$ cat src/rtl/ctsf_pkg.sv
// Shared constants for the CAN time stamp timer and filter control block
`default_nettype none

package ctsf_pkg;

	////////////////////////////////////////////////////////////////////////////
	// Register byte offsets, decoded from haddr[7:0]
	localparam logic [7:0] CTSF_OFF_CONTROL = 8'h00;
	localparam logic [7:0] CTSF_OFF_TIMER   = 8'h04;
	localparam logic [7:0] CTSF_OFF_FCON5   = 8'h08;
	localparam logic [7:0] CTSF_OFF_FCON6   = 8'h0C;

	// Internal register indices
	localparam logic [1:0] CTSF_IDX_CONTROL = 2'h0;
	localparam logic [1:0] CTSF_IDX_TIMER   = 2'h1;
	localparam logic [1:0] CTSF_IDX_FCON5   = 2'h2;
	localparam logic [1:0] CTSF_IDX_FCON6   = 2'h3;

	////////////////////////////////////////////////////////////////////////////
	// Field positions
	localparam int unsigned CTSF_CAP_EN_BIT = 20;
	localparam int unsigned CTSF_STAMP_LSB  = 16;
	localparam int unsigned CTSF_PRE_LSB    = 0;
	localparam int unsigned CTSF_FLT_EN_BIT = 7;
	localparam int unsigned CTSF_MSEL_LSB   = 5;
	localparam int unsigned CTSF_FSEL_LSB   = 0;
	localparam int unsigned CTSF_NUM_SLOTS  = 6;

	// Slot order: filters 20, 21, 24, 25, 26, 27
	localparam logic [1:0] CTSF_SLOT_REG [CTSF_NUM_SLOTS] = '{
		CTSF_IDX_FCON5, CTSF_IDX_FCON5,
		CTSF_IDX_FCON6, CTSF_IDX_FCON6, CTSF_IDX_FCON6, CTSF_IDX_FCON6
	};
	localparam logic [1:0] CTSF_SLOT_LANE [CTSF_NUM_SLOTS] = '{
		2'h0, 2'h1, 2'h0, 2'h1, 2'h2, 2'h3
	};

	////////////////////////////////////////////////////////////////////////////
	// Reset values
	localparam logic [15:0] CTSF_STAMP_RST = 16'h0000;
	localparam logic [15:0] CTSF_PRE_RST   = 16'h0000;
	localparam logic [7:0]  CTSF_FLT_RST   = 8'h00;
	localparam logic [31:0] CTSF_WORD_ZERO = 32'h0000_0000;

	// Shortest prescaler period in system clocks
	localparam logic [15:0] CTSF_PRE_MIN_PERIOD = 16'h0001;

	////////////////////////////////////////////////////////////////////////////
	// Offset decode: {hit, index}
	function automatic logic [2:0] ctsf_decode(input logic [7:0] off);
		logic [2:0] r;
		r = 3'h0;
		unique case (off)
			CTSF_OFF_CONTROL: r = {1'b1, CTSF_IDX_CONTROL};
			CTSF_OFF_TIMER:   r = {1'b1, CTSF_IDX_TIMER};
			CTSF_OFF_FCON5:   r = {1'b1, CTSF_IDX_FCON5};
			CTSF_OFF_FCON6:   r = {1'b1, CTSF_IDX_FCON6};
			default:          r = 3'h0;
		endcase
		return r;
	endfunction : ctsf_decode

endpackage : ctsf_pkg

`default_nettype wire

$ cat src/rtl/ctsf_filter_slot.sv
// One filter control byte with write lock and gated match
`default_nettype none

module ctsf_filter_slot
	import ctsf_pkg::*;
(
	// Clock and reset
	input  wire logic       hclk,
	input  wire logic       hresetn,
	// Register write
	input  wire logic       wr_en,
	input  wire logic [7:0] wr_byte,
	// Acceptance result from the matcher
	input  wire logic       hit,
	// Control byte and routed match
	output logic      [7:0] ctrl,
	output logic      [7:0] ctrl_next,
	output logic            match
);

	////////////////////////////////////////////////////////////////////////////
	typedef struct packed {
		logic [7:0] ctrl;
		logic       match;
	} ctsf_slot_state_t;

	ctsf_slot_state_t s_reg;
	ctsf_slot_state_t s_next;

	always_comb begin
		s_next = s_reg;
		if (wr_en) begin
			// Enable stays writable so a locked filter can still be switched off
			s_next.ctrl[CTSF_FLT_EN_BIT] = wr_byte[CTSF_FLT_EN_BIT];
			if (!s_reg.ctrl[CTSF_FLT_EN_BIT]) begin
				s_next.ctrl[CTSF_FLT_EN_BIT-1:0] = wr_byte[CTSF_FLT_EN_BIT-1:0];
			end
		end
		s_next.match = hit && s_reg.ctrl[CTSF_FLT_EN_BIT];
	end

	always_ff @(posedge hclk or negedge hresetn) begin
		if (!hresetn) begin
			s_reg.ctrl  <= CTSF_FLT_RST;
			s_reg.match <= 1'b0;
		end else begin
			s_reg <= s_next;
		end
	end

	assign ctrl      = s_reg.ctrl;
	assign ctrl_next = s_next.ctrl;
	assign match     = s_reg.match;

endmodule : ctsf_filter_slot

`default_nettype wire

$ cat src/rtl/ctsf_top.sv
// CAN time stamp timer and filter control registers behind an AHB-Lite slave
//
// The implementer's own choices: the AHB-Lite slave port and the placing of the registers.
`default_nettype none

// What this block does
// - Free-running 16-bit stamp counter while capture enabled
// - Prescale zero every clock, max every 65535
// - Counter and prescaler hold while capture disabled
// - Timer write clears prescaler count, loads setting from lower half
// - Stamp upper half, prescale lower half, reset zero
// - Per-filter enable bit, one enables
// - Two-bit selector picks one of four masks
// - Five-bit selector picks one of 32 FIFOs
// - Selector fields writable only while filter disabled
// - Filters 21 and 20 fields in fifth register
// - Filters 24 to 27 bytewise in sixth register
module ctsf_top
	import ctsf_pkg::*;
#(
	parameter int unsigned NUM_SLOTS = CTSF_NUM_SLOTS
)
(
	// Clock and reset
	input  wire logic                   hclk,
	input  wire logic                   hresetn,
	// AHB-Lite slave
	input  wire logic                   hsel,
	input  wire logic [31:0]            haddr,
	input  wire logic [1:0]             htrans,
	input  wire logic                   hwrite,
	input  wire logic [2:0]             hsize,
	input  wire logic [31:0]            hwdata,
	input  wire logic                   hready,
	output logic                        hreadyout,
	output logic                        hresp,
	output logic      [31:0]            hrdata,
	// Time stamp
	output logic                        stamp_capture_enable,
	output logic      [15:0]            stamp_count,
	output logic      [15:0]            stamp_prescale,
	output logic                        stamp_tick,
	// Filters, slot order 20, 21, 24, 25, 26, 27
	input  wire logic [NUM_SLOTS-1:0]   filter_hit,
	output logic      [NUM_SLOTS-1:0]   filter_match,
	output logic      [NUM_SLOTS-1:0]   filter_enable_n,
	output logic      [2*NUM_SLOTS-1:0] filter_mask_select,
	output logic      [5*NUM_SLOTS-1:0] filter_fifo_select
);

	////////////////////////////////////////////////////////////////////////////
	// State
	typedef struct packed {
		logic        cap_en;
		logic [15:0] stamp;
		logic [15:0] pre;
		logic [15:0] pre_cnt;
		logic        tick;
		logic        dp_write;
		logic [1:0]  dp_index;
		logic [31:0] rdata;
		logic        readyout;
		logic        resp;
	} ctsf_top_state_t;

	ctsf_top_state_t              s_reg;
	ctsf_top_state_t              s_next;

	logic [NUM_SLOTS-1:0]         slot_wr;
	logic [7:0]                   slot_byte [NUM_SLOTS];
	logic [7:0]                   slot_ctrl [NUM_SLOTS];
	logic [7:0]                   slot_ctrl_next [NUM_SLOTS];
	logic [2:0]                   dec;
	logic                         addr_take;
	logic [15:0]                  period_last;
	logic [31:0]                  fcon5_next;
	logic [31:0]                  fcon6_next;

	////////////////////////////////////////////////////////////////////////////
	// Address decode; hsel covers the upper address bits
	assign dec       = ctsf_decode(haddr[7:0]);
	assign addr_take = hsel && htrans[1] && hready;

	// Last prescaler count before an advance; setting 0 and 1 both give one clock
	assign period_last = ((s_reg.pre > CTSF_PRE_MIN_PERIOD) ? s_reg.pre : CTSF_PRE_MIN_PERIOD)
		- CTSF_PRE_MIN_PERIOD;

	////////////////////////////////////////////////////////////////////////////
	// Filter write strobes from the data phase
	always_comb begin
		for (int i = 0; i < NUM_SLOTS; i++) begin
			slot_wr[i]   = s_reg.dp_write && (s_reg.dp_index == CTSF_SLOT_REG[i]);
			slot_byte[i] = hwdata[8*CTSF_SLOT_LANE[i] +: 8];
		end
	end

	generate
		for (genvar g = 0; g < NUM_SLOTS; g++) begin : g_slot
			ctsf_filter_slot u_slot (
				.hclk      (hclk),
				.hresetn   (hresetn),
				.wr_en     (slot_wr[g]),
				.wr_byte   (slot_byte[g]),
				.hit       (filter_hit[g]),
				.ctrl      (slot_ctrl[g]),
				.ctrl_next (slot_ctrl_next[g]),
				.match     (filter_match[g])
			);
		end
	endgenerate

	// Read images of the filter registers, reserved lanes of the fifth read zero
	always_comb begin
		fcon5_next = CTSF_WORD_ZERO;
		fcon6_next = CTSF_WORD_ZERO;
		for (int i = 0; i < NUM_SLOTS; i++) begin
			if (CTSF_SLOT_REG[i] == CTSF_IDX_FCON5) begin
				fcon5_next[8*CTSF_SLOT_LANE[i] +: 8] = slot_ctrl_next[i];
			end else begin
				fcon6_next[8*CTSF_SLOT_LANE[i] +: 8] = slot_ctrl_next[i];
			end
		end
	end

	////////////////////////////////////////////////////////////////////////////
	// Next state
	always_comb begin
		s_next      = s_reg;
		s_next.tick = 1'b0;

		// Stamp counter and prescaler; both freeze while capture is off
		if (s_reg.cap_en) begin
			if (s_reg.pre_cnt >= period_last) begin
				s_next.pre_cnt = CTSF_PRE_RST;
				s_next.stamp   = s_reg.stamp + 16'h0001;
				s_next.tick    = 1'b1;
			end else begin
				s_next.pre_cnt = s_reg.pre_cnt + 16'h0001;
			end
		end

		// Data phase writes; a timer write overrides a same-cycle advance
		if (s_reg.dp_write) begin
			unique case (s_reg.dp_index)
				CTSF_IDX_CONTROL: begin
					s_next.cap_en = hwdata[CTSF_CAP_EN_BIT];
				end
				CTSF_IDX_TIMER: begin
					s_next.stamp   = hwdata[CTSF_STAMP_LSB +: 16];
					s_next.pre     = hwdata[CTSF_PRE_LSB +: 16];
					s_next.pre_cnt = CTSF_PRE_RST;
					s_next.tick    = 1'b0;
				end
				CTSF_IDX_FCON5: begin
				end
				CTSF_IDX_FCON6: begin
				end
			endcase
		end

		// Address phase; unmapped offsets write nothing and read zero
		s_next.dp_write = addr_take && hwrite && dec[2];
		s_next.dp_index = dec[1:0];
		s_next.rdata    = CTSF_WORD_ZERO;
		if (addr_take && !hwrite && dec[2]) begin
			// Read the value as it stands after any write now finishing
			unique case (dec[1:0])
				CTSF_IDX_CONTROL: begin
					s_next.rdata[CTSF_CAP_EN_BIT] = s_next.cap_en;
				end
				CTSF_IDX_TIMER: begin
					s_next.rdata = {s_next.stamp, s_next.pre};
				end
				CTSF_IDX_FCON5: begin
					s_next.rdata = fcon5_next;
				end
				CTSF_IDX_FCON6: begin
					s_next.rdata = fcon6_next;
				end
			endcase
		end

		// Zero wait states, always OKAY
		s_next.readyout = 1'b1;
		s_next.resp     = 1'b0;
	end

	////////////////////////////////////////////////////////////////////////////
	// Registers
	always_ff @(posedge hclk or negedge hresetn) begin
		if (!hresetn) begin
			s_reg.cap_en   <= 1'b0;
			s_reg.stamp    <= CTSF_STAMP_RST;
			s_reg.pre      <= CTSF_PRE_RST;
			s_reg.pre_cnt  <= CTSF_PRE_RST;
			s_reg.tick     <= 1'b0;
			s_reg.dp_write <= 1'b0;
			s_reg.dp_index <= CTSF_IDX_CONTROL;
			s_reg.rdata    <= CTSF_WORD_ZERO;
			s_reg.readyout <= 1'b1;
			s_reg.resp     <= 1'b0;
		end else begin
			s_reg <= s_next;
		end
	end

	////////////////////////////////////////////////////////////////////////////
	// Outputs
	assign hreadyout            = s_reg.readyout;
	assign hresp                = s_reg.resp;
	assign hrdata               = s_reg.rdata;
	assign stamp_capture_enable = s_reg.cap_en;
	assign stamp_count          = s_reg.stamp;
	assign stamp_prescale       = s_reg.pre;
	assign stamp_tick           = s_reg.tick;

	// Selector outputs straight from the slot flops
	always_comb begin
		for (int i = 0; i < NUM_SLOTS; i++) begin
			filter_enable_n[i]           = slot_ctrl[i][CTSF_FLT_EN_BIT];
			filter_mask_select[2*i +: 2] = slot_ctrl[i][CTSF_MSEL_LSB +: 2];
			filter_fifo_select[5*i +: 5] = slot_ctrl[i][CTSF_FSEL_LSB +: 5];
		end
	end

	// hsize is not checked: only whole-word transfers are supported
	logic unused_ok;
	assign unused_ok = ^{hsize, haddr[31:8]};

endmodule : ctsf_top

`default_nettype wire

$ cat config.mk
export PLATFORM = sky130hd
export DESIGN_NAME = ctsf_top
export DESIGN_NICKNAME = d
export VERILOG_FILES = /design/src/rtl/ctsf_pkg.sv /design/src/rtl/ctsf_filter_slot.sv /design/src/rtl/ctsf_top.sv
export SDC_FILE = /design/constraint.sdc
export NUM_CORES = 1
export LEC_CHECK = 0
export BUFFER_PORTS_ARGS = -buffer_cell sky130_fd_sc_hd__buf_2
export CORE_MARGIN = 4
export CORE_UTILIZATION = 40
export CTS_CLUSTER_SIZE = 14
export DETAILED_ROUTE_END_ITERATION = 10
export PLACE_DENSITY = 0.66
export REMOVE_ABC_BUFFERS = 1
export SLEW_MARGIN = 25
export SYNTH_ARGS = -nofsm -noshare
export SYNTH_HDL_FRONTEND = slang
export SYNTH_SLANG_ARGS = --single-unit
$ cat constraint.sdc
create_clock -name hclk -period 4.11 [get_ports hclk]
set_input_delay 0.2055 -clock hclk [delete_from_list [all_inputs] [get_ports hclk]]
set_output_delay 0.2055 -clock hclk [all_outputs]
set_load 0.01 [all_outputs]
### Word level (Yosys, flattened, before mapping)

Index checks and enable logic that the tools add are counted.

| word-level totals | value |
|---|---|
| bits in registers | 139 |
| bits of input ports | 80 |
| output and inout port bits | 122 |

| operators by class | value |
|---|---|
| $add $sub $neg | 3 |
| magnitude comparators | 2 |
| equal/unequal tests | 9 |
| mux-type cells | 26 |
| reductions and logical operators | 18 |

Operators with widths:

| cell | number |
|---|---|
| 16-bit two-way mux | 4 |
| 20-bit one-hot mux with 3 select lines | 1 |
| 50-bit two-way mux | 1 |
| 49-bit two-way mux | 1 |
| 8-bit two-way mux | 6 |
| 7-bit two-way mux | 6 |
| 16-bit by 1-bit adder with 16-bit output, second input constant | 2 |
| 32-bit two-way mux | 1 |
| 11-bit one-hot mux with 2 select lines | 1 |
| 17-bit two-way mux | 1 |
| 8-bit by 4-bit equality test with 1-bit output, second input constant | 2 |
| 16-bit >= comparator | 1 |
| 16-bit by 1-bit > comparator with 1-bit output, second input constant | 1 |
| 16-bit by 1-bit subtractor with 16-bit output, second input constant | 1 |
| 1-bit logical AND | 14 |
| 3-bit one-hot mux with 4 select lines | 1 |
| 2-bit equality test, second input constant | 4 |
| 8-bit by 3-bit equality test with 1-bit output, second input constant | 1 |
| 8-bit logical NOT | 1 |
| 2-bit by 1-bit equality test with 1-bit output, second input constant | 2 |
| 2-bit logical NOT | 2 |
| 1-bit one-hot mux with 4 select lines | 1 |
| 1-bit two-way mux | 2 |
| 1-bit logical NOT | 1 |

### Logic depth before layout (Yosys ltp)

Gate-level depths: netlist of run 1.

| depth | value |
|---|---|
| depth in word-level cells | 10 |
| mapped depth | 19 |

### Modules after synthesis

A second synthesis of run 1 with hierarchy kept.

| second synthesis, totals | value |
|---|---|
| cells, all modules | 735 |
| area total of the unflattened synthesis | 7780.0 um^2 |

By module, submodules not included:

| module | times used | cells each | area an instance (um^2) | seq. area each (um^2) |
|---|---|---|---|---|
| ctsf_top | 1 | 567 | 5182.5 | 2127.0 |
| ctsf_filter_slot | 6 | 28 | 432.9 | 225.2 |

### Least setup slack after synthesis of run 1

Ideal clock, no wire load.

| timing | value |
|---|---|
| kind | reg2reg |
| start point | register s_reg (netlist bit stamp_prescale[10]) |
| end point | register s_reg (netlist bit hrdata[29]) |
| arrival | 3.893 ns |
| data required time | 3.972 ns |
| path slack | 0.079 ns |
| stages on the path, launching flop included | 20 |
| path buffers | 1 |
| path through | dfrtp_1 > or4_4 > or3_4 > nor4_4 > a21o_2 > inv_1 > ha_1 > nand2_1 > or2_1 > nor3_1 > xnor2_1 > ha_1 > nand4_1 > nor3_1 > o311ai_2 > nand3_2 > buf_2 > nand4_1 > xnor2_1 > o22ai_1 |

RTL lines:

| what | line | text |
|---|---|---|
| from (decl) | ctsf_top.sv:66 | `ctsf_top_state_t s_reg;` |
| from (signal assigned) | ctsf_top.sv:203 | `s_reg <= s_next;` |

==> results of run 1 <==
## cell type report
type / instances / area [um^2]
Fill cell: 1588 / 8570
Sequential cell: 139 / 3480
Multi-Input combinational cell: 474 / 3230
Timing Repair Buffer: 217 / 1250
Clock buffer: 18 / 429
Tap cell: 225 / 282
Clock inverter: 14 / 198
Inverter: 11 / 41.3
## cells by family (layout without fill, tap and decap cells)
group | Yosys count | in the layout | share of synthesized area [%]
AO/OA/AOI/OAI | 101 | 101 | 9.02
XOR/XNOR | 41 | 41 | 4.99
adder cells (fa/ha/maj) | 19 | 19 | 3.30
buffers and inverters | 114 | 260 | 9.75
flip-flops | 139 | 139 | 48.3
multiplexers | 46 | 46 | 7.16
other | 2 | 2 | 0.104
AND/OR/NAND/NOR | 265 | 265 | 17.3
## critical path, delay by kind of cell, from the launching register on
family | cells | cell delay (ns)
buffers and inverters | 5 | 0.43
adder cells (fa/ha/maj) | 2 | 0.43
AND/OR/NAND/NOR | 7 | 1.82
flip-flops | 1 | 0.38
XOR/XNOR | 1 | 0.18
AO/OA/AOI/OAI | 5 | 0.86
## layout by cell type, fill, tap and decap left out, types with 16 or more instances in the layout
master and count:
mux2_2 30, ha_1 18, a21oi_1 37, buf_4 36
xor2_1 18, xnor2_1 16, clkbuf_16 17, nand2_1 103
nor2_1 61, buf_2 170, dfrtp_1 139
## layer usage
metal | part of all wire [%] | up-vias | GRT usage, %
met5 | 0 | - | 0
met4 | 2.6 | 0 | 6.97
met3 | 5.5 | 32 | 3.86
met2 | 46 | 205 | 31.1
met1 | 46 | 2791 | 28.1
li1 | - | 2684 | -
## metrics by stage
stage | setup slack (ns) | total power [mW] | setup TNS (ns) | utilization, %
6_report | -0.116 | 3.27 | -0.884 | 51.0
5_1_grt | -0.318 | 3.40 | -9.97 | 51.0
4_1_cts | -0.151 | 3.30 | -1.99 | 50.0
3_5_place_dp | -0.211 | 1.66 | -5.25 | 45.2
3_3_place_gp | -0.0817 | 1.65 | -0.993 | 45.2
2_1_floorplan | -0.0317 | 1.53 | -0.506 | -
## path summary, 6_finish.rpt
kind | startpoint | end | cells past startpoint
hold reg to reg | g_slot[4].u_slot.ctrl[0]$_DFF_PN0_ | g_slot[4].u_slot.ctrl[0]$_DFF_PN0_ | 2
max in group asynchronous | hresetn | g_slot[5].u_slot.ctrl[2]$_DFF_PN0_ | 3
setup reg to reg | stamp_prescale[7]$_DFF_PN0_ | hrdata[24]$_DFF_PN0_ | 20
hold / removal | hwrite | s_reg[36]$_DFF_PN0_ | 3
setup / recovery | stamp_prescale[7]$_DFF_PN0_ | hrdata[24]$_DFF_PN0_ | 20
min in group asynchronous | hresetn | g_slot[0].u_slot.ctrl[0]$_DFF_PN0_ | 2
## timing repair
| item | 4_1_cts | 5_1_grt |
|---|---|---|
| setup endpoints to repair | 49 | 49 |
| pin swaps | 20 | 26 |
| setup buffers | 6 | 7 |
| hold buffers | 7 | 0 |
| endpoints found under the hold margin | 37 | 0 |
| gates resized for setup | 21 | 20 |
## where the power goes
| part | internal [mW] | switching [mW] |
|---|---|---|
| sequential | 1.40 | 0.0353 |
| combinational | 0.0837 | 0.125 |
| clock | 1.02 | 0.613 |
==> results.md, run 1 <==
* Post-route cell area at 0.00890 mm^2
* Die area at 0.0202 mm^2
* Dpl cells at 1046
* Part of the Yosys area used for sequential elements at 48.3%
* Post-Syn Area at 0.00720 mm^2
* CTS clock-pin slew for the worst setup and hold paths at 0.06 ns
* Maxcap violations at 0
* Dpl hpwl at 13.9 mm
* Routed Wire Length at 20.3 mm
* Synth unique cells at 58
* Clock Latency Late Sink at 0.42 ns
* Die Height at 142 um
* Max reg flops at 48
* Routed vias/inst at 5.20
* Most frequent cell after synthesis: dfrtp_1
* Pwr dens at 368 mW/mm^2
* # rows at 48
* Most Frequent Cell on Critical Path: buf_4
* RSZ-0062 raised after global routing: yes
* Clk root buf: clkbuf_16
* Main synth FF type: dfrtp_1
* Max-slew violation count at 0
* Longest Clk Path Bufs at 2
* Crit Path Max Fanout at 7
* Yosys warnings at 0
* # DRC at 0
* R2r setup slk at -0.12 ns
* Failing checks: negative setup slack
* Core ar. at 0.0175 mm^2
* Num CTS Buffers at 17
* Synth area leader: dfrtp_1
* Synth top area share at 48.3%
* Tmin final at 4.23 ns
* Antenna violations before repair at 0
* Post-synth ARST share at 100%
* Final Hold Viols at 0
* Max H-tree Level at 4
* CP startpoint kind: register
* Total track usage at 20.0%
* CP max stage cell: or4_4
* Layout Nets at 959
* Post-DRT Antenna Nets at 0
* Initial core utilization at 41.2%
* Leakage power at 4.28 nW
* Min Hold Slack at 0.0277 ns
* Maximum VDD drop at 0.000279 V
* CP arrival at 4.53 ns
* Area after DPL at 0.00789 mm^2
* Layout area overhead at 23.7%
* WL per Instance at 18.5 um
* Final setup vio count at 20
* Peak Freq at 237 MHz
* I/O Pins at 202
* Share of cells above drive strength 1 at 35.6%
* Slew Limit Headroom at 35.5%
* Antenna cells at 0
* CP cell instances: or4_4 -> or3_4 -> nor4_4 -> a21o_2 -> inv_2 -> ha_4 -> nand2_4 -> buf_4 -> buf_4 -> buf_4 -> buf_4 -> xor2_1 -> ha_1 -> nand2_1 -> o21ai_1 -> a21oi_4 -> nand3_4 -> or3_4 -> o2111a_1 -> a32o_1
* Period utilization at 103%
* Post-synth top cells: 139 x dfrtp_1, 106 x nand2_1, 72 x buf_4
* Req. time, crit path at 4.41 ns
* Final Non-Filler Cells at 1098
* TritonCTS clock tree: yes
* Status: finished, violations left
* Number of port buffers at 171
* Top cells by area, synth: dfrtp_1 48%, buf_4 7.5%, nand2_1 5.5%
* Clk_skew at 0.00891 ns
* Die X at 142 um
* Final worst slack at -0.116 ns
* HP Class: in -> reg
* Largest net degree at the start of global routing at 112
* Syn Inst Count at 727
* Slowest stage delay, CP at 0.54 ns
* Post-synth EDFFs at 0
* GRT overflow at 0
* Flops & latches, synth at 139
* Via count of the routed design at 5712
* Post-Syn Area per Cell at 9.90 um^2
* First-pass iteration count of the detailed router at 5
* DRT iter0 DRCs at 367
* Gpl congestion at 0.828
* Critical Setup Path Class: reg -> reg
* First-pass GRT wire length at 31.5 mm
* Worst-margin pin slew at 0.967 ns
* Vias in the first global route at 5752
* Clock sinks at 139
* Critical Path End Type: register
Note: power is estimated with default switching activity, not from simulation.
==> inputs of run 2 (changes only) <==
--- a/config.mk
+++ b/config.mk
@@ -7,10 +7,10 @@
 export LEC_CHECK = 0
 export BUFFER_PORTS_ARGS = -buffer_cell sky130_fd_sc_hd__buf_2
 export CORE_MARGIN = 4
-export CORE_UTILIZATION = 40
+export CORE_UTILIZATION = 48
 export CTS_CLUSTER_SIZE = 14
 export DETAILED_ROUTE_END_ITERATION = 10
-export PLACE_DENSITY = 0.66
+export PLACE_DENSITY = 0.77
 export REMOVE_ABC_BUFFERS = 1
 export SLEW_MARGIN = 25
 export SYNTH_ARGS = -nofsm -noshare
==> results.md, run 2 (synthesized netlist as in run 1, its figures left out) <==
* Status: finished, final reports clean
* Clock sinks at 139
* Layout area overhead at 19.9%
* Antenna cells at 0
* Longest Clk Path Bufs at 2
* First-pass iteration count of the detailed router at 6
* Max reg flops at 48
* GRT overflow at 0
* Hold worst-path end: g_slot[1].u_slot.match$_DFF_PN0_
* DRT iter0 DRCs at 364
* CP arrival at 4.34 ns
* CTS clock-pin slew for the worst setup and hold paths at 0.06 ns
* Dpl cells at 1002
* Most frequent cells in the layout: 171 x buf_2, 139 x dfrtp_1, 105 x nand2_1, 60 x nor2_1, 39 x a21oi_1
* Worst r2r dst: hrdata[25]$_DFF_PN0_
* Num CTS Buffers at 17
* Clk_skew at 0.00935 ns
* Vias in the first global route at 5688
* Die area at 0.0170 mm^2
* Period utilization at 99.3%
* R2R cell count at 20
* Critical Setup Path Class: reg -> reg
* Min Hold Slack at 0.0155 ns
* TritonCTS clock tree: yes
* Max-slew violation count at 0
* Core ar. at 0.0146 mm^2
* Critical Path End Type: register
* Hold Path Cell Cnt at 2
* Worst-margin pin slew at 0.989 ns
* # rows at 44
* Maximum VDD drop at 0.000350 V
* Req. time, crit path at 4.37 ns
* Clk root buf: clkbuf_16
* Clock Latency Late Sink at 0.41 ns
* HP Class: in -> reg
* CP startpoint kind: register
* Number of port buffers at 171
* Die X at 130 um
* Post-DRT Antenna Nets at 0
* Tmin final at 4.08 ns
* Routed Wire Length at 18.7 mm
* Total Power at 3.10 mW
* Gpl congestion at 0.877
* First-pass GRT wire length at 29.2 mm
* R2r setup slk at 0.03 ns
* # fillers at 1215
* Antenna violations before repair at 0
* Largest net degree at the start of global routing at 103
* # DRC at 0
* Final worst slack at 0.0283 ns
* Total track usage at 22.2%
* Dpl hpwl at 13.1 mm
* Routed vias/inst at 5.44
* Final Hold Viols at 0
* Via count of the routed design at 5699
* Leakage power at 4.21 nW
* Final Non-Filler Cells at 1047
* Die Height at 130 um
* Slew Limit Headroom at 33.9%
* Worst setup slack after placement at -0.0615 ns
* Crit Path Max Fanout at 5
* Share of cells above drive strength 1 at 34.1%
* Peak Freq at 245 MHz
* Final setup vio count at 0
* RSZ-0062 raised after global routing: yes
* Max H-tree Level at 4
* Critical R2R Launch: stamp_prescale[10]$_DFF_PN0_
* Maxcap violations at 0
* I/O Pins at 202
* Layout Nets at 950
* HP Start: filter_hit[1]
* Initial core utilization at 49.3%
* Pwr dens at 359 mW/mm^2
* Commonest non-fill, non-tap cell in the layout: buf_2
* WL per Instance at 17.9 um
[run 2: changes by cell type in the layout (fill, tap and decap cells not counted), sizes merged]
| cell | delta |
|---|---|
| clkinv | +1 |
| clkbuf | +3 |
| bufinv | -2 |
| dlygate4sd3 | -3 |
| clkinvlp | -4 |
| buf | -5 |
[run 2: routing by layer]
layer / routed length, um / share of wire [%] / track usage, %
met5: 0 / 0 / 0
met4: 373 / 2.0 / 8.29
met2: 9060 / 48 / 37.0
met3: 1790 / 9.5 / 6.30
met1: 7500 / 40 / 27.6
[run 2: layout make-up]
type,count,area (um^2),area share (%)
Timing Repair Buffer,208,1190,13.8
Multi-Input combinational cell,474,3140,36.4
Clock buffer,22,454,5.26
Sequential cell,139,3480,40.3
Inverter,11,41.3,0.478
Tap cell,184,230,2.67
Clock inverter,9,97.6,1.13
[run 2: worst max path at each step]
stage          depth (start not counted)              endpoint                         start
2_1_floorplan                         18   s_reg[38]$_DFF_PN0_  stamp_prescale[10]$_DFF_PN0_
3_3_place_gp                          19  hrdata[29]$_DFF_PN0_  stamp_prescale[10]$_DFF_PN0_
3_5_place_dp                          19  hrdata[27]$_DFF_PN0_  stamp_prescale[10]$_DFF_PN0_
4_1_cts                               20  hrdata[27]$_DFF_PN0_  stamp_prescale[10]$_DFF_PN0_
5_1_grt                               20  hrdata[27]$_DFF_PN0_  stamp_prescale[10]$_DFF_PN0_
6_report                              20  hrdata[25]$_DFF_PN0_  stamp_prescale[10]$_DFF_PN0_
[run 2: where the power goes]
| group | switching [mW] | internal, mW |
|---|---|---|
| Combinational | 0.123 | 0.0839 |
| Clock | 0.556 | 0.898 |
| Sequential | 0.0321 | 1.40 |
[run 2: worst max-delay path, stage by stage (launching register included)]
cell     delay (ns)
dfrtp_1        0.40
or4_4          0.54
or3_4          0.36
nor4_4         0.15
a21o_2         0.18
inv_2          0.05
ha_4           0.16
nand2_2        0.07
or2_4          0.13
nor3_2         0.05
xnor2_1        0.14
ha_1           0.32
nand4_1        0.10
buf_4          0.14
nor2_2         0.04
nor3_2         0.22
nand3_2        0.20
buf_2          0.21
and4_1         0.19
o21ai_1        0.18
a21oi_1        0.10
[run 2: through the flow]
step,utilization [%],cell area [um^2],TNS (ns)
finish,59.2,8630,0
global placement,53.6,7820,0
detailed placement,53.6,7820,-0.540
CTS,58.1,8480,0
floorplan,-,6540,-0.506
global route,59.2,8630,-1.94
[run 2: timing repair]
action	CTS	global route
hold buffers	4	0
pin swaps	3	17
setup endpoints to repair	26	48
endpoints found under the hold margin	104	0
gates cloned	0	1
setup buffers	5	3
resized for setup	7	19
==> inputs of run 3 (changes only) <==
--- a/config.mk
+++ b/config.mk
@@ -11,6 +11,7 @@
 export CTS_CLUSTER_SIZE = 14
 export DETAILED_ROUTE_END_ITERATION = 10
 export PLACE_DENSITY = 0.77
+export RECOVER_POWER = 50
 export REMOVE_ABC_BUFFERS = 1
 export SLEW_MARGIN = 25
 export SYNTH_ARGS = -nofsm -noshare
==> results.md, run 3 (synthesized netlist as in run 1, its figures left out) <==
* Status: finished, violations left
* Failing checks: max-capacitance violations, max-slew violations
* Total Power at 3.09 mW
* Most Frequent Cell on Critical Path: nand4_1
* Period utilization at 99.8%
* Routed Wire Length at 18.7 mm
* DRT iter0 DRCs at 356
* Final Hold Viols at 0
* RSZ-0062 raised after global routing: yes
* Area after DPL at 0.00782 mm^2
* CP cell instances: or4_4 -> or3_4 -> nor4_4 -> a21o_2 -> inv_2 -> ha_4 -> nand2_2 -> or2_4 -> nor3_2 -> xnor2_1 -> ha_1 -> nand4_1 -> buf_4 -> nor3_4 -> o311ai_2 -> nand3_2 -> buf_6 -> nand4_1 -> xor2_2 -> o22ai_1
* Die X at 130 um
* R2R cell count at 20
* Clock Latency Late Sink at 0.41 ns
* Number of port buffers at 171
* Setup crit start: stamp_prescale[10]$_DFF_PN0_
* R2r setup slk at 0.007 ns
* Clock sinks at 139
* Layout Nets at 950
* WL per Instance at 17.9 um
* Pwr dens at 362 mW/mm^2
* Post-DRT Antenna Nets at 0
* Slew Limit Headroom at -50.3%
* Core ar. at 0.0146 mm^2
* Post-route cell area at 0.00853 mm^2
* Worst setup path end: hrdata[27]$_DFF_PN0_
* Crit Path Max Fanout at 5
* CTS clock-pin slew for the worst setup and hold paths at 0.06 ns
* Final setup vio count at 0
* Antenna cells at 0
* HP Class: in -> reg
* CP startpoint kind: register
* Worst r2r dst: hrdata[27]$_DFF_PN0_
* Commonest non-fill, non-tap cell in the layout: dfrtp_1
* Longest Clk Path Bufs at 2
* Max-slew violation count at 41
* TritonCTS clock tree: yes
* Most frequent cells in the layout: 139 x dfrtp_1, 105 x nand2_1, 97 x buf_2, 80 x clkbuf_1, 60 x nor2_1
* Largest net degree at the start of global routing at 103
* Final worst slack at 0.00697 ns
* CP arrival at 4.41 ns
* Req. time, crit path at 4.42 ns
* Maximum VDD drop at 0.000350 V
* GRT overflow at 0
* Slowest stage delay, CP at 0.54 ns
* Leakage power at 3.92 nW
* Gpl congestion at 0.877
* Max reg flops at 48
* Num CTS Buffers at 17
* # DRC at 0
* Dpl hpwl at 13.1 mm
* Final Util at 58.4%
* Worst-margin pin slew at 2.25 ns
* Critical Setup Path Class: reg -> reg
* Total track usage at 22.2%
* Die area at 0.0170 mm^2
* Vias in the first global route at 5688
* Maxcap violations at 1
* First-pass iteration count of the detailed router at 6
* Tmin final at 4.10 ns
* Routed vias/inst at 5.42
* Die Height at 130 um
* Clk_skew at 0.00766 ns
* CP max stage cell: or4_4
* Worst setup slack after placement at -0.0615 ns
* Layout area overhead at 18.5%
* Initial core utilization at 49.3%
* Share of cells above drive strength 1 at 25.1%
* # fillers at 1265
* Via count of the routed design at 5671
* Clk root buf: clkbuf_16
* Max H-tree Level at 4
* # rows at 44
* Critical R2R Launch: stamp_prescale[10]$_DFF_PN0_
* First-pass GRT wire length at 29.2 mm
* Critical Path End Type: register
* Peak Freq at 244 MHz
* Antenna violations before repair at 0
* I/O Pins at 202
run 3: cell count changes in the layout (fill, tap and decap cells not counted):
cell	before	now
and2_1	7	4
mux2_2	30	29
buf_6	4	3
clkbuf_1	4	80
and2_0	0	3
buf_4	27	26
mux2_1	14	15
buf_2	171	97
run 3: what timing repair did:
| item | 4_1_cts | 5_1_grt |
|---|---|---|
| buffers inserted | 5 | 3 |
| cloned | 0 | 1 |
| hold buffers | 4 | 0 |
| endpoints found under the hold margin | 104 | 0 |
| setup endpoints to repair | 26 | 48 |
| pin swaps | 3 | 17 |
| resized for setup | 7 | 19 |
run 3: worst min-delay path by stage:
| stage | to | cells past startpoint | startpoint |
|---|---|---|---|
| 4_1_cts | g_slot[1].u_slot.match$_DFF_PN0_ | 2 | filter_hit[1] |
| 6_report | g_slot[1].u_slot.match$_DFF_PN0_ | 2 | filter_hit[1] |
| 3_5_place_dp | g_slot[0].u_slot.ctrl[6]$_DFF_PN0_ | 1 | hresetn |
| 2_1_floorplan | g_slot[0].u_slot.ctrl[0]$_DFF_PN0_ | 0 | hresetn |
| 5_1_grt | g_slot[0].u_slot.match$_DFF_PN0_ | 2 | filter_hit[0] |
| 3_3_place_gp | g_slot[0].u_slot.ctrl[6]$_DFF_PN0_ | 1 | hresetn |
run 3: per-stage QoR:
| stage | setup TNS (ns) | hold WS [ns] | instances |
|---|---|---|---|
| 5_1_grt | -1.94 | 0.0144 | 1047 |
| 3_5_place_dp | -0.540 | 0.384 | 1002 |
| 6_report | 0 | 0.0203 | 1047 |
| 3_3_place_gp | 0 | 0.374 | 1002 |
| 4_1_cts | 0 | 0.00170 | 1042 |
| 2_1_floorplan | -0.506 | -0.0901 | 624 |
run 3: area by class of cell:
type                    instances  area, um^2  area share (%)
clock buffers                  22         454            5.33
clock inverters                 9        97.6            1.14
inverters                      11        41.3           0.484
multi-input cells             474        3140            36.8
flip-flops and latches        139        3480            40.8
well taps                     184         230            2.70
repair buffers                208        1090            12.8
run 3: report_power, final:
part | internal, mW | switching (mW) | total, mW | leakage, nW
clock network | 0.898 | 0.553 | 1.45 | 0.273
logic | 0.0795 | 0.122 | 0.202 | 1.93
registers | 1.40 | 0.0323 | 1.43 | 1.71
run 3: layer usage:
metal / vias up / track usage, % / share of wire (%)
li1: 2667 / - / -
met1: 2757 / 27.6 / 41
met2: 217 / 37.0 / 48
met3: 30 / 6.30 / 8.7
met4: 0 / 8.29 / 2.0
met5: - / 0 / 0
run 3: worst max-delay path, delay by kind of cell (launching register included):
family / cells / cell delay [ns]
and+or+nand+nor: 10 / 1.92
AOI/OAI and AO/OA: 3 / 0.49
adders and majority gates: 2 / 0.47
DFF: 1 / 0.40
buffers and inverters: 3 / 0.37
xor gates and xnor gates: 2 / 0.36
